--- src/shared/cfg_set_pkg.sv ---
// Constants and types shared by the configuration set manager
package cfg_set_pkg;
   // One configuration set word
   localparam int          SET_W            = 32;
   localparam int          GAIN_W           = 8;
   localparam int          GAIN_LSB         = 0;
   localparam int          GAIN_AUTO_LSB    = 8;
   localparam int          EXPO_AUTO_LSB    = 10;
   localparam int          GAIN_MIN_BIT     = 12;
   localparam int          LUT_W            = 16;

   // Auto function modes
   localparam logic [1:0]  AUTO_OFF         = 2'h0;
   localparam logic [1:0]  AUTO_CONTINUOUS  = 2'h2;

   // Factory gain: low value plus the high-gain step in dB
   localparam logic [GAIN_W-1:0] GAIN_LOW       = 8'h00;
   localparam int                HIGH_GAIN_DB   = 6;
   localparam int                CODES_PER_DB   = 1;
   localparam logic [GAIN_W-1:0] GAIN_HIGH_STEP = GAIN_W'(HIGH_GAIN_DB * CODES_PER_DB);

   // Factory setup codes
   localparam logic [1:0]  FACT_STANDARD    = 2'h0;
   localparam logic [1:0]  FACT_HIGH_GAIN   = 2'h1;
   localparam logic [1:0]  FACT_AUTO        = 2'h2;

   // Set selector codes: 0 is the default set, 1 to 3 the user slots
   localparam logic [1:0]  SEL_DEFAULT      = 2'h0;
   localparam int          USER_SLOTS       = 3;

   // Reset values
   localparam logic [SET_W-1:0] ACTIVE_RST  = 32'h0000_0000;
   localparam logic [LUT_W-1:0] LUT_RST     = 16'h0000;

   typedef enum logic [1:0] {
      ST_BOOT = 2'b01,
      ST_RUN  = 2'b10
   } state_e;
endpackage

--- src/design/config_set_manager.sv ---
// Configuration set manager: active set, factory setups, user slots, startup load
// What this block does
// - Active set lives in reset flip-flops and is lost on reset.
// - Three factory setups are constants; nothing can modify them.
// - Standard setup: low gain, all auto functions off.
// - High-gain setup: standard plus 6 dB of gain.
// - Auto setup: gain and exposure auto continuous, gain kept minimal.
// - Default-set choice is kept in storage that reset does not clear.
// - Default-set choice starts out as the standard setup.
// - Three user slots, numbered 1 to 3, kept across reset.
// - Save copies the active set into the selected slot, whole.
// - Lookup table values are never saved; they clear on reset.
// - Load overwrites the active set with the selected slot or default set.
// - Default-choice change is accepted only while acquisition is idle.
// - Load is performed only while acquisition is idle.
// - Startup selector chooses slot 1, 2, 3 or the default set.
// - After reset the startup set is copied into the active set.
`timescale 1ns/10ps
module config_set_manager (
   input  wire logic                           i_clk,
   input  wire logic                           i_reset_n,
   input  wire logic                           i_active_wr,
   input  wire logic [cfg_set_pkg::SET_W-1:0]  i_active_data,
   input  wire logic                           i_lut_wr,
   input  wire logic [cfg_set_pkg::LUT_W-1:0]  i_lut_data,
   input  wire logic [1:0]                     i_user_sel,
   input  wire logic                           i_save,
   input  wire logic                           i_load,
   input  wire logic [1:0]                     i_default_sel,
   input  wire logic                           i_default_wr,
   input  wire logic [1:0]                     i_startup_sel,
   input  wire logic                           i_startup_wr,
   input  wire logic                           i_acq_running,
   input  wire logic                           i_acq_pending,
   input  wire logic                           i_error_clr,
   output logic      [cfg_set_pkg::SET_W-1:0]  o_active_set,
   output logic      [cfg_set_pkg::LUT_W-1:0]  o_lut_data,
   output logic      [1:0]                     o_default_choice,
   output logic      [1:0]                     o_startup_choice,
   output logic                                o_boot_busy,
   output logic                                o_error,
   output logic                                o_done
);
   typedef struct packed {
      cfg_set_pkg::state_e             st;
      logic [cfg_set_pkg::SET_W-1:0]   active;
      logic [cfg_set_pkg::LUT_W-1:0]   lut;
      logic                            error;
      logic                            done;
   } state_s;

   state_s state_q;
   state_s state_d;

   // Storage that reset never touches; start values stand for the shipped state
   logic [cfg_set_pkg::SET_W-1:0] user_slot_q [1:cfg_set_pkg::USER_SLOTS] =
      '{default: factory(cfg_set_pkg::FACT_STANDARD)};
   logic [1:0]                    default_choice_q = cfg_set_pkg::FACT_STANDARD;
   logic [1:0]                    startup_choice_q = cfg_set_pkg::SEL_DEFAULT;

   logic                          idle;
   logic                          running;
   logic                          startup_ok;
   logic                          save_ok;
   logic                          load_ok;
   logic                          load_bad;
   logic                          dflt_ok;
   logic                          dflt_bad;
   logic [cfg_set_pkg::SET_W-1:0] factory_set;
   logic [cfg_set_pkg::SET_W-1:0] load_src;
   logic [cfg_set_pkg::SET_W-1:0] boot_src;

   // Factory setups are built from constants only, so no write path exists
   function automatic logic [cfg_set_pkg::SET_W-1:0] factory(input logic [1:0] code);
      logic [cfg_set_pkg::SET_W-1:0] s;
      s = '0;
      s[cfg_set_pkg::GAIN_LSB +: cfg_set_pkg::GAIN_W] = cfg_set_pkg::GAIN_LOW;
      s[cfg_set_pkg::GAIN_AUTO_LSB +: 2] = cfg_set_pkg::AUTO_OFF;
      s[cfg_set_pkg::EXPO_AUTO_LSB +: 2] = cfg_set_pkg::AUTO_OFF;
      case (code)
         cfg_set_pkg::FACT_HIGH_GAIN: begin
            s[cfg_set_pkg::GAIN_LSB +: cfg_set_pkg::GAIN_W] =
               cfg_set_pkg::GAIN_LOW + cfg_set_pkg::GAIN_HIGH_STEP;
         end
         cfg_set_pkg::FACT_AUTO: begin
            s[cfg_set_pkg::GAIN_AUTO_LSB +: 2] = cfg_set_pkg::AUTO_CONTINUOUS;
            s[cfg_set_pkg::EXPO_AUTO_LSB +: 2] = cfg_set_pkg::AUTO_CONTINUOUS;
            s[cfg_set_pkg::GAIN_MIN_BIT]       = 1'b1;
         end
         default: begin
         end
      endcase
      return s;
   endfunction

   // Selector 0 names the default set, which resolves to the chosen factory setup
   function automatic logic [cfg_set_pkg::SET_W-1:0] pick(input logic [1:0] sel,
                                                           input logic [cfg_set_pkg::SET_W-1:0] fs,
                                                           input logic [cfg_set_pkg::SET_W-1:0] u1,
                                                           input logic [cfg_set_pkg::SET_W-1:0] u2,
                                                           input logic [cfg_set_pkg::SET_W-1:0] u3);
      logic [cfg_set_pkg::SET_W-1:0] r;
      r = fs;
      case (sel)
         2'h1:    r = u1;
         2'h2:    r = u2;
         2'h3:    r = u3;
         default: r = fs;
      endcase
      return r;
   endfunction

   // Acquisition state comes from logic on this clock, so no synchroniser
   assign idle        = !i_acq_running && !i_acq_pending;
   assign factory_set = factory(default_choice_q);
   assign load_src    = pick(i_user_sel, factory_set,
                             user_slot_q[1], user_slot_q[2], user_slot_q[3]);
   assign boot_src    = pick(startup_choice_q, factory_set,
                             user_slot_q[1], user_slot_q[2], user_slot_q[3]);

   // Commands are ignored until the startup copy is done
   assign running    = (state_q.st == cfg_set_pkg::ST_RUN);
   assign startup_ok = i_startup_wr && running;

   // Save is allowed during acquisition: it only reads the active set
   always_comb begin
      save_ok  = 1'b0;
      load_ok  = 1'b0;
      load_bad = 1'b0;
      dflt_ok  = 1'b0;
      dflt_bad = 1'b0;
      if (running) begin
         save_ok  = i_save && (i_user_sel != cfg_set_pkg::SEL_DEFAULT);
         load_ok  = i_load && idle;
         load_bad = i_load && !idle;
         if (i_default_wr) begin
            if (!idle) begin
               dflt_bad = 1'b1;
            end else if (i_default_sel <= cfg_set_pkg::FACT_AUTO) begin
               // Code 3 names no setup, so it is dropped without an error
               dflt_ok = 1'b1;
            end
         end
      end
   end

   // No reset here on purpose: these model non-volatile contents
   always_ff @(posedge i_clk) begin
      if (dflt_ok) begin
         default_choice_q <= i_default_sel;
      end
   end

   always_ff @(posedge i_clk) begin
      if (startup_ok) begin
         startup_choice_q <= i_startup_sel;
      end
   end

   // A save in the cycle of a load or active write stores the old active set
   generate
      for (genvar g = 1; g <= cfg_set_pkg::USER_SLOTS; g++) begin : g_slot
         always_ff @(posedge i_clk) begin
            if (save_ok && (i_user_sel == 2'(g))) begin
               user_slot_q[g] <= state_q.active;
            end
         end
      end
   endgenerate

   always_comb begin
      state_d      = state_q;
      state_d.done = 1'b0;
      case (state_q.st)
         cfg_set_pkg::ST_BOOT: begin
            state_d.active = boot_src;
            state_d.st     = cfg_set_pkg::ST_RUN;
         end
         cfg_set_pkg::ST_RUN: begin
            if (i_active_wr) begin
               state_d.active = i_active_data;
            end
            if (load_ok) begin
               state_d.active = load_src;
            end
            if (i_lut_wr) begin
               state_d.lut = i_lut_data;
            end
            state_d.done = save_ok || load_ok || dflt_ok;
         end
         default: begin
            state_d.st = cfg_set_pkg::ST_BOOT;
         end
      endcase
      // Set wins over clear so a refusal in the clearing cycle is kept
      if (i_error_clr) begin
         state_d.error = 1'b0;
      end
      if (load_bad || dflt_bad) begin
         state_d.error = 1'b1;
      end
   end

   always_ff @(posedge i_clk or negedge i_reset_n) begin
      if (!i_reset_n) begin
         state_q.st     <= cfg_set_pkg::ST_BOOT;
         state_q.active <= cfg_set_pkg::ACTIVE_RST;
         state_q.lut    <= cfg_set_pkg::LUT_RST;
         state_q.error  <= 1'b0;
         state_q.done   <= 1'b0;
      end else begin
         state_q <= state_d;
      end
   end

   // Every output but o_boot_busy comes straight from a register; o_boot_busy is decoded from the state register
   assign o_active_set     = state_q.active;
   assign o_lut_data       = state_q.lut;
   assign o_default_choice = default_choice_q;
   assign o_startup_choice = startup_choice_q;
   assign o_boot_busy      = (state_q.st == cfg_set_pkg::ST_BOOT);
   assign o_error          = state_q.error;
   assign o_done           = state_q.done;
endmodule

--- config.mk ---
export PLATFORM = sky130hd
export DESIGN_NAME = config_set_manager
export DESIGN_NICKNAME = d
export VERILOG_FILES = /design/src/shared/cfg_set_pkg.sv /design/src/design/config_set_manager.sv
export SDC_FILE = /design/constraint.sdc
export NUM_CORES = 1
export LEC_CHECK = 0
export ABC_AREA = 1
export BUFFER_PORTS_ARGS = -buffer_cell sky130_fd_sc_hd__clkbuf_2
export CAP_MARGIN = 20
export CORE_ASPECT_RATIO = 2
export CORE_MARGIN = 3
export CORE_UTILIZATION = 35
export CTS_CLUSTER_DIAMETER = 120
export DETAILED_ROUTE_END_ITERATION = 8
export GPL_ROUTABILITY_DRIVEN = 0
export PLACE_DENSITY = 0.51
export SLEW_MARGIN = 20
export SYNTH_ARGS = -nofsm -noshare
export SYNTH_HDL_FRONTEND = slang
export SYNTH_SLANG_ARGS = --single-unit
--- constraint.sdc ---
create_clock -name i_clk -period 10.6 [get_ports i_clk]
set_input_delay 2.12 -clock i_clk [delete_from_list [all_inputs] [get_ports i_clk]]
set_output_delay 2.12 -clock i_clk [all_outputs]
set_load 0.1 [all_outputs]
==> metrics.md, run 1 <==
| Metric | Value |
|---|---|
| Number of global-route vias before repair | `6,303` |
| Post-cts gate resize count | `0` |
| Mux cell area share after synthesis | `0.0233` |
| Xor and xnor area share after synthesis | `0` |
| Clk sinks | `152` |
| Worst-Skew Late Latency | `0.43 ns` |
| Share of cells above drive strength 1 | `0.213` |
| Most common cell in the netlist | `nand3_1` |
| Crit path max fanout | `65` |
| CP endpoint kind | `register` |
| Reg2Reg Setup Slack | `7.84 ns` |
| Worst-case reg-to-reg path depth | `6` |
| Die width | `~110 microns` |
| Peak VDD IR | `0.103 mV` |
| First-pass DRT Iterations | `5` |
| Largest family of logic cells by synthesized area | `simple AND/OR/NAND/NOR gates` |
| ANT cells | `0` |
| Req. time, crit path | `10.68 ns` |
| Placed Cells incl. Taps | `1,122` |
| I/O pins | `between 100 and 150` |
| Synth Warn # | `0` |
| Final worst setup slack | `6.40 ns` |
| # Max-Cap Violations | `0` |
| Post-synth ARST share | `0.342` |
| Final Hold Fails | `0` |
| CTS Buf Count | `17` |
| Fin crit period | `4.20 ns` |
| Dominant cells by area after synthesis | `edfxtp_1, dfrtp_1, nand3_1` |
| Lkg Pwr | `3.74 nW` |
| Vias | `6,001` |
| CP arrival | `4.28 ns` |
| Synth cell types | `25` |
| Post-Syn Nets | `895` |
| # H-tree levels | `4` |
| RSZ-0062 raised after global routing | `no` |
| Vias per cell | `5.20` |
| Ys flop type | `edfxtp_1` |
| Hold Path Origin | `state_q[50]$_DFFE_PN1N_` |
| Initial core utilization | `0.357` |
| Fmax | `238 MHz` |
| Slowest-stage cell, CP | `buf_4` |
| PortBufs | `119` |
| Hold Path Class | `register to register` |
| Status | `completed` |
| Startpoint Class | `input port` |
| Leading post-synthesis cells by instance count | `nand3_1, nand2_1, edfxtp_1, buf_4, a21oi_1` |
| Hold endpoint | `state_q[50]$_DFFE_PN1N_` |
| Slew of the pin with the lowest slew margin | `0.753 ns` |
| Critical Path Source | `i_user_sel[1]` |
| CP max stage delay | `0.54 ns` |
| Global-route wire length before repair | `33,000 microns` |
| Core box area | `around 22,000 sq um` |
| Adder-cell area share of the yosys netlist | `0.00324` |
| Worst-path clk slew | `about 0.060 ns` |
| Post-synthesis average cell area | `9.34 sq um` |
| Post-Syn Area | `just under 8000 sq um` |
| Max clock buf depth | `2` |
| Die Span Y | `216 microns` |
| Cell Area, Placed | `8050 sq um` |
| Share of the synthesized area in the top cell type | `0.388` |
| Hold slack | `approximately 0.5 ns` |
| Post-synth EDFFs | `100` |
| Normalized max-slew margin | `0.498` |
| Clock Skew | `0.00564 ns` |
| Seq/Total Area, Yosys | `0.557` |
| FF-to-FF End | `user_slot_q[0][121]$_DFFE_PP_` |
| Fin. max-slew vios | `0` |
| Tot GR Track Use | `0.178` |
| Final Cell Area | `8670 sq um` |
| # rows | `76` |
| Initial antenna violation count | `0` |
| Critical R2R Launch | `state_q[50]$_DFFE_PN1N_` |
| Routed Antenna Nets | `0` |
| Largest net degree at the start of global routing | `67` |
| Clock root buffer | `clkbuf_16` |
| Simple-gate area share of the yosys netlist | `0.276` |
| Post-synthesis compound-gate area fraction | `0.0377` |
| TritonCTS clock tree | `done` |
| Postcts setup bufs | `0` |
| Die area | `24,000 sq um` |
| CP cell instances | `clkbuf_2 -> buf_4 -> inv_2 -> nor3_2 -> buf_4` |
| Setup-failing EPs final | `0` |
| TNS Setup | `0 ns` |
| CP dominant cell by count | `buf_4` |
| CP Class | `input port to register` |
| Remaining DRCs | `0` |
| # nets final | `937` |
| Final Cycle Share | `0.396` |
| Initial drt markers | `322` |
| GRT overflow | `0` |
| FF+latch count, synth | `152` |
| Final WL | `21,100 microns` |
| Power per cell area | `187 nW/um^2` |
| Hpwl dp | `13,100 microns` |
| Gate count of the mapped netlist | `about 830` |
| Hold depth | `2` |
| # hold bufs at CTS | `0` |
| Routed len/inst | `roughly 18 microns` |
| Synth-to-Final Area Change | `12.1%` |
| Final non-filler cell total | `1,155` |
| Dominant cell type by area after synthesis | `edfxtp_1` |
| Post-place setup slack | `5.84 ns` |
-- worst max-delay path: cells and delay by family --
family                 cells  cell delay [ns]
buffers and inverters      4             1.56
AND/OR/NAND/NOR            1             0.53
-- registers in the layout, summed over array words and instances, names as in the netlist --
register          flops
user_slot_q          96
o_active_set         32
o_lut_data           16
o_default_choice      2
o_startup_choice      2
state_q               2
o_done                1
o_error               1
-- cell type report --
class	instances	area [sq um]
clock buffer	18	429
clock inverter	13	136
fill	2214	13000
inverter	20	80.1
multi-input combinational	548	2650
sequential	152	4310
tap	273	342
timing repair buffer	131	726
-- worst max path at each step --
stage,slack (ns),to,cells past startpoint
after floorplan,5.44,user_slot_q[0][100]$_DFFE_PP_,4
after global placement,5.86,user_slot_q[0][42]$_DFFE_PP_,5
after detailed placement,5.84,user_slot_q[0][42]$_DFFE_PP_,5
after CTS,6.29,user_slot_q[0][53]$_DFFE_PP_,5
after global routing,6.24,user_slot_q[0][99]$_DFFE_PP_,5
final,6.40,user_slot_q[0][121]$_DFFE_PP_,5
-- cell families (layout without fill, tap and decap cells) --
family / after synthesis / after routing
adder cells (fa/ha/maj): 2 / 2
AND/OR/NAND/NOR: 473 / 473
flip-flops: 152 / 152
multiplexers: 16 / 16
AO/OA/AOI/OAI: 57 / 57
buffers and inverters: 128 / 182
-- per-stage QoR --
stage / total power, mW / util
floorplan: 0.999 / -
global placement: 1.04 / 0.371
detailed placement: 1.04 / 0.371
CTS: 1.64 / 0.397
global route: 1.69 / 0.400
finish: 1.62 / 0.400
-- where the power goes --
part	internal [mW]	switching, mW
Combinational	0.0601	0.256
Clock	0.362	0.233
Sequential	0.680	0.0324
-- metal layers --
metal / vias up / GRT usage / part of all wire
met5: - / 0 / 0
met4: 0 / 0.0885 / 0.036
met2: 200 / 0.338 / 0.55
met3: 49 / 0.0455 / 0.054
met1: 2850 / 0.176 / 0.36
li1: 2902 / - / -
-- cells in the final DEF (no fill, tap or decap), types with 2 or more instances in the layout --
| cell | count |
|---|---|
| bufinv_16 | 3 |
| inv_2 | 4 |
| nand3_1 | 243 |
| inv_1 | 15 |
| edfxtp_1 | 100 |
| nand2_1 | 169 |
| nand4_1 | 6 |
| clkbuf_16 | 17 |
| nor2_4 | 3 |
| clkinv_1 | 5 |
| nand2_2 | 2 |
| buf_16 | 2 |
| mux2_2 | 16 |
| dfrtp_1 | 51 |
| clkinv_2 | 4 |
| buf_4 | 10 |
| clkbuf_2 | 119 |
| a21oi_1 | 55 |
| nor2_1 | 46 |
(Power assumes the default switching activity.)
==> inputs of run 2 (changes only) <==
==> constraint.sdc (replaced) <==
create_clock -name i_clk -period 4.4 [get_ports i_clk]
set_input_delay 0.88 -clock i_clk [delete_from_list [all_inputs] [get_ports i_clk]]
set_output_delay 0.88 -clock i_clk [all_outputs]
set_load 0.1 [all_outputs]
==> run 2 against run 1 <==
Compared with the run above:
- register-to-register slack got worse by 6.4 ns
- non-clock buffer count rose by 3
- clock skew rose by 0.0088 ns
- sequential share of layout area fell by 0.22 points
- first-iteration DRC count rose by 41%
- clock-buffer cell count rose by 2
- wire length rose by 8.8%
- critical path type is now register to register
- critical endpoint is now o_active_set[24]$_DFFE_PN0P_
- largest cell class unchanged
==> metrics.md, run 2 (synthesized netlist as in run 1, its figures left out) <==
| Metric | Value |
|---|---|
| # H-tree levels | `4` |
| Vias per cell | `5.34` |
| Remaining DRCs | `0` |
| RSZ-0062 raised after global routing | `no` |
| Routed len/inst | `about 20 microns` |
| Clock Skew | `0.0144 ns` |
| TritonCTS clock tree | `done` |
| Critical Path Source | `state_q[50]$_DFFE_PN1N_` |
| GRT overflow | `0` |
| Clk sinks | `152` |
| Final Hold Fails | `0` |
| Critical R2R Launch | `state_q[50]$_DFFE_PN1N_` |
| # rows | `76` |
| Fin. max-slew vios | `0` |
| Largest net degree at the start of global routing | `67` |
| CTS Buf Count | `17` |
| Fin crit period | `between 2 and 3 ns` |
| Core box area | `21,700 sq um` |
| Global-route wire length before repair | `35,300 microns` |
| Power per cell area | `464 nW/um^2` |
| Initial antenna violation count | `0` |
| ANT cells | `0` |
| Reg2Reg Setup Slack | `1.47 ns` |
| Initial core utilization | `0.357` |
| FF-to-FF End | `o_active_set[24]$_DFFE_PN0P_` |
| Final Cell Area | `8710 sq um` |
| Startpoint Class | `register` |
| Post-cts gate resize count | `0` |
| Final worst setup slack | `1.47 ns` |
| Final Cycle Share | `0.666` |
| Top reg by flops | `user_slot_q` |
| # Max-Cap Violations | `0` |
| Status | `completed` |
| # nets final | `940` |
| Synth-to-Final Area Change | `12.6%` |
| Crit path max fanout | `36` |
| Setup-failing EPs final | `0` |
| Share of cells above drive strength 1 | `0.220` |
| Postcts setup bufs | `0` |
| First-pass DRT Iterations | `5` |
| Routed Antenna Nets | `0` |
| Die Span Y | `between 200 and 250 microns` |
| Slew of the pin with the lowest slew margin | `0.945 ns` |
| Tot GR Track Use | `0.191` |
| Req. time, crit path | `4.75 ns` |
| PortBufs | `119` |
| Max reg flops | `96` |
| Max clock buf depth | `2` |
| Fmax | `341 MHz` |
| Normalized max-slew margin | `0.369` |
| Fillers | `roughly 2,200` |
| Worst-Skew Late Latency | `around 0.44 ns` |
| Finished Core Util | `0.402` |
| Clock root buffer | `clkbuf_16` |
| Number of global-route vias before repair | `6,334` |
| Hold Path Class | `register to register` |
| Peak VDD IR | `0.252 mV` |
| Initial drt markers | `455` |
| End point of the critical path | `o_active_set[24]$_DFFE_PN0P_` |
| Lkg Pwr | `3.76 nW` |
| CP arrival | `3.28 ns` |
| Cell Area, Placed | `around 8100 sq um` |
| Worst-path clk slew | `0.06 ns` |
| Final WL | `22,900 microns` |
| Vias | `between 6,000 and 7,000` |
| Hpwl dp | `13,200 microns` |
| Hold slack | `0.507 ns` |
| Post-place setup slack | `approximately 1.4 ns` |
| I/O pins | `120` |
| CP Class | `register to register` |
| Worst-case reg-to-reg path depth | `9` |
| Die area | `24,000 sq um` |
| CP endpoint kind | `register` |
| TNS Setup | `0 ns` |
| Most frequent cells in the layout | `nand3_1, nand2_1, clkbuf_2` |
| # hold bufs at CTS | `0` |
| Commonest non-fill, non-tap cell in the layout | `nand3_1` |
| Die width | `111 microns` |
-- run 2: critical path, stage by stage (launching register included) --
cell	delay, ns
dfstp_2	0.37
inv_1	0.07
ha_2	0.59
buf_4	0.41
nand3_4	0.53
clkinv_4	0.47
nand2_1	0.12
nand2_1	0.08
nand2_1	0.05
a21oi_1	0.14
-- run 2: report_power, final --
group,leakage (nW),total [mW],internal (mW),switching [mW]
sequential,1.51,1.72,1.64,0.0790
combinational,1.95,0.769,0.144,0.625
clock,0.298,1.56,0.962,0.595
-- run 2: layout make-up --
cell class / count / area (sq um) / area share
Sequential cell: 152 / 4310 / 0.494
Clock inverter: 12 / 175 / 0.0201
Clock buffer: 20 / 447 / 0.0513
Multi-Input combinational cell: 548 / 2650 / 0.304
Tap cell: 273 / 342 / 0.0392
Timing Repair Buffer: 134 / 708 / 0.0813
Inverter: 20 / 80.1 / 0.00920
-- run 2: metal layers --
layer / up-vias / wire length [microns] / GRT usage
li1: 2904 / - / -
met1: 2995 / 8840 / 0.221
met2: 249 / 12400 / 0.348
met3: 36 / 1350 / 0.0369
met4: 0 / 397 / 0.0698
met5: - / 0 / 0
-- run 2: how the worst min path moves through the flow --
| stage | startpoint | endpoint | depth (start not counted) |
|---|---|---|---|
| finish | o_lut_data[14]$_DFFE_PN0P_ | o_lut_data[14]$_DFFE_PN0P_ | 1 |
| global route | o_lut_data[4]$_DFFE_PN0P_ | o_lut_data[4]$_DFFE_PN0P_ | 1 |
| CTS | o_lut_data[14]$_DFFE_PN0P_ | o_lut_data[14]$_DFFE_PN0P_ | 1 |
| detailed placement | o_lut_data[1]$_DFFE_PN0P_ | o_lut_data[1]$_DFFE_PN0P_ | 1 |
| global placement | o_lut_data[4]$_DFFE_PN0P_ | o_lut_data[4]$_DFFE_PN0P_ | 1 |
| floorplan | state_q[50]$_DFFE_PN1N_ | state_q[50]$_DFFE_PN1N_ | 2 |
-- run 2: per-stage QoR --
stage          cells  power, mW
2_1_floorplan    828       2.41
3_3_place_gp    1127       2.51
3_5_place_dp    1127       2.52
4_1_cts         1159       4.08
5_1_grt         1159       4.19
6_report        1159       4.04
==> inputs of run 3 (changes only) <==
==> constraint.sdc (replaced) <==
create_clock -name i_clk -period 2.8 [get_ports i_clk]
set_input_delay 0.56 -clock i_clk [delete_from_list [all_inputs] [get_ports i_clk]]
set_output_delay 0.56 -clock i_clk [all_outputs]
set_load 0.1 [all_outputs]
==> run 3 against run 2 <==
Compared with the run above:
- final cell count grew 0.78%
- total power grew 61%
- sequential power grew 56%
- largest cell class unchanged
- combinational power grew 59%
- die area is the same
- clock-buffer cell count grew 2
- critical endpoint is now o_startup_choice[1]
- via count shrank 0.39%
- non-clock buffer count grew 9
- critical path depth shrank 7
- wire length shrank 3.4%
==> metrics.md, run 3 (synthesized netlist as in run 1, its figures left out) <==
| Metric | Value |
|---|---|
| Status | `completed` |
| Die width | `111 microns` |
| Global-route wire length before repair | `34,300 microns` |
| Final non-filler cell total | `1,168` |
| Final worst setup slack | `0.574 ns` |
| Core box area | `21,700 sq um` |
| PortBufs | `119` |
| Sw power | `about 2.0 mW` |
| GR Util met2 | `0.343` |
| First-pass DRT Iterations | `7` |
| Initial core utilization | `0.357` |
| Clk sinks | `152` |
| Fmax | `449 MHz` |
| Multi-input gate area | `between 2000 and 3000 sq um` |
| Remaining DRCs | `0` |
| Share of total power in sequential cells | `0.413` |
| Fin crit period | `2.23 ns` |
| Commonest non-fill, non-tap cell in the layout | `nand3_1` |
| Clock share of power | `0.399` |
| Synth-to-Final Area Change | `14.8%` |
| Die area | `24,000 sq um` |
| # nets final | `949` |
| Top reg by flops | `user_slot_q` |
| Setup-failing EPs final | `0` |
| Number of global-route vias before repair | `6,398` |
| Fin. max-slew vios | `0` |
| Hold Path Class | `input port to asynchronous set/reset pin` |
| Routed Antenna Nets | `0` |
| Req. time, crit path | `2.24 ns` |
| Fillers | `between 2,000 and 2,500` |
| Die Span Y | `approximately 220 microns` |
| Routed len/inst | `approximately 19 microns` |
| # H-tree levels | `4` |
| I/O pins | `between 100 and 150` |
| Initial drt markers | `399` |
| Finished Core Util | `0.409` |
| Tot GR Track Use | `0.186` |
| Max clock buf depth | `2` |
| Startpoint Class | `register` |
| Placed Cells incl. Taps | `~1,100` |
| Peak VDD IR | `0.394 mV` |
| Gr busiest metal | `met2` |
| FF+latch area | `4310 sq um` |
| Post-place setup slack | `0.627 ns` |
| Lkg Pwr | `3.85 nW` |
| TNS Setup | `0 ns` |
| TritonCTS clock tree | `done` |
| Comb pwr share | `0.188` |
| Share of cells above drive strength 1 | `0.228` |
| Initial antenna violation count | `0` |
| # Max-Cap Violations | `0` |
| RSZ-0062 raised after global routing | `no` |
| Clock Skew | `0.0121 ns` |
| Vias per cell | `5.27` |
| # hold bufs at CTS | `0` |
| # rows | `76` |
| ANT cells | `0` |
| Most frequent cells in the layout | `nand3_1, nand2_1, clkbuf_2` |
| Max reg flops | `96` |
| CP Class | `register to primary output` |
| Worst-path clk slew | `0.06 ns` |
| Met1 Usage GRT | `0.200` |
| Final Cycle Share | `0.795` |
| Final Hold Fails | `0` |
| Power per cell area | `between 700 and 800 nW/um^2` |
| Slew of the pin with the lowest slew margin | `0.806 ns` |
| Normalized max-slew margin | `0.462` |
| CTS Buf Count | `17` |
| Worst-Skew Late Latency | `0.43 ns` |
| CP arrival | `1.67 ns` |
| Vias | `~6,200` |
| Worst-case reg-to-reg path depth | `5` |
| GRT overflow | `0` |
| Largest net degree at the start of global routing | `40` |
| Hpwl dp | `14,100 microns` |
| Slowest-stage cell, CP | `clkbuf_2` |
| CP cell instances | `buf_4 -> clkbuf_2` |
| Post-cts gate resize count | `0` |
| Postcts setup bufs | `0` |
| CP endpoint kind | `primary output` |
| Internal power | `4.50 mW` |
| CP max stage delay | `0.54 ns` |
| Net Sw Frac | `0.309` |
| Final WL | `between 20,000 and 25,000 microns` |
| Crit path max fanout | `31` |
| Grt met3 use | `0.0394` |
| Clock root buffer | `clkbuf_16` |
-- run 3: critical path: cells and delay by family, from the launching register on --
kind     cells  cell delay, ns
buf+inv      2            0.89
flops        1            0.35
-- run 3: path summary, 6_finish.rpt --
check,endpoint,slack (ns),from
max,o_startup_choice[1],0.57,o_startup_choice[1]$_DFFE_PP_
min,o_error$_DFFE_PN0P_,0.21,i_reset_n
max reg2reg,user_slot_q[0][120]$_DFFE_PP_,0.65,state_q[50]$_DFFE_PN1N_
min reg2reg,o_lut_data[1]$_DFFE_PN0P_,0.50,o_lut_data[1]$_DFFE_PN0P_
max in group asynchronous,o_active_set[25]$_DFFE_PN0P_,1.93,i_reset_n
min in group i_clk,o_startup_choice[0]$_DFFE_PP_,0.31,i_startup_sel[0]
-- run 3: layout make-up --
cell class,instances,area share
clock buffers,22,0.0547
clock inverters,10,0.0212
inverters,20,0.00902
multi-input cells,548,0.298
flip-flops and latches,152,0.485
well taps,273,0.0385
repair buffers,143,0.0931
-- run 3: power by group through the flow --
stage                     combinational [mW]  sequential (mW)  clock, mW
after floorplan                         1.05             2.73          0
after global placement                  1.23             2.73          0
after detailed placement                1.24             2.74          0
after CTS                               1.24             2.69       2.66
after global routing                    1.30             2.71       2.74
final                                   1.22             2.69       2.60
-- run 3: metrics by stage --
step                power, mW  hold slack [ns]  instance area, sq um
finish                   6.51            0.210                  8870
global route             6.75            0.267                  8870
CTS                      6.59            0.242                  8870
detailed placement       3.97            0.492                  8200
global placement         3.97            0.486                  8200
floorplan                3.78            0.264                  7740
-- run 3: metal layers --
layer  vias up  routed length [microns]  part of all wire
li1       2935                        -                 -
met3        39                     1330             0.060
met5         -                        0                 0
met2       214                    12000              0.54
met4         0                      668             0.030
met1      2972                     8190              0.37
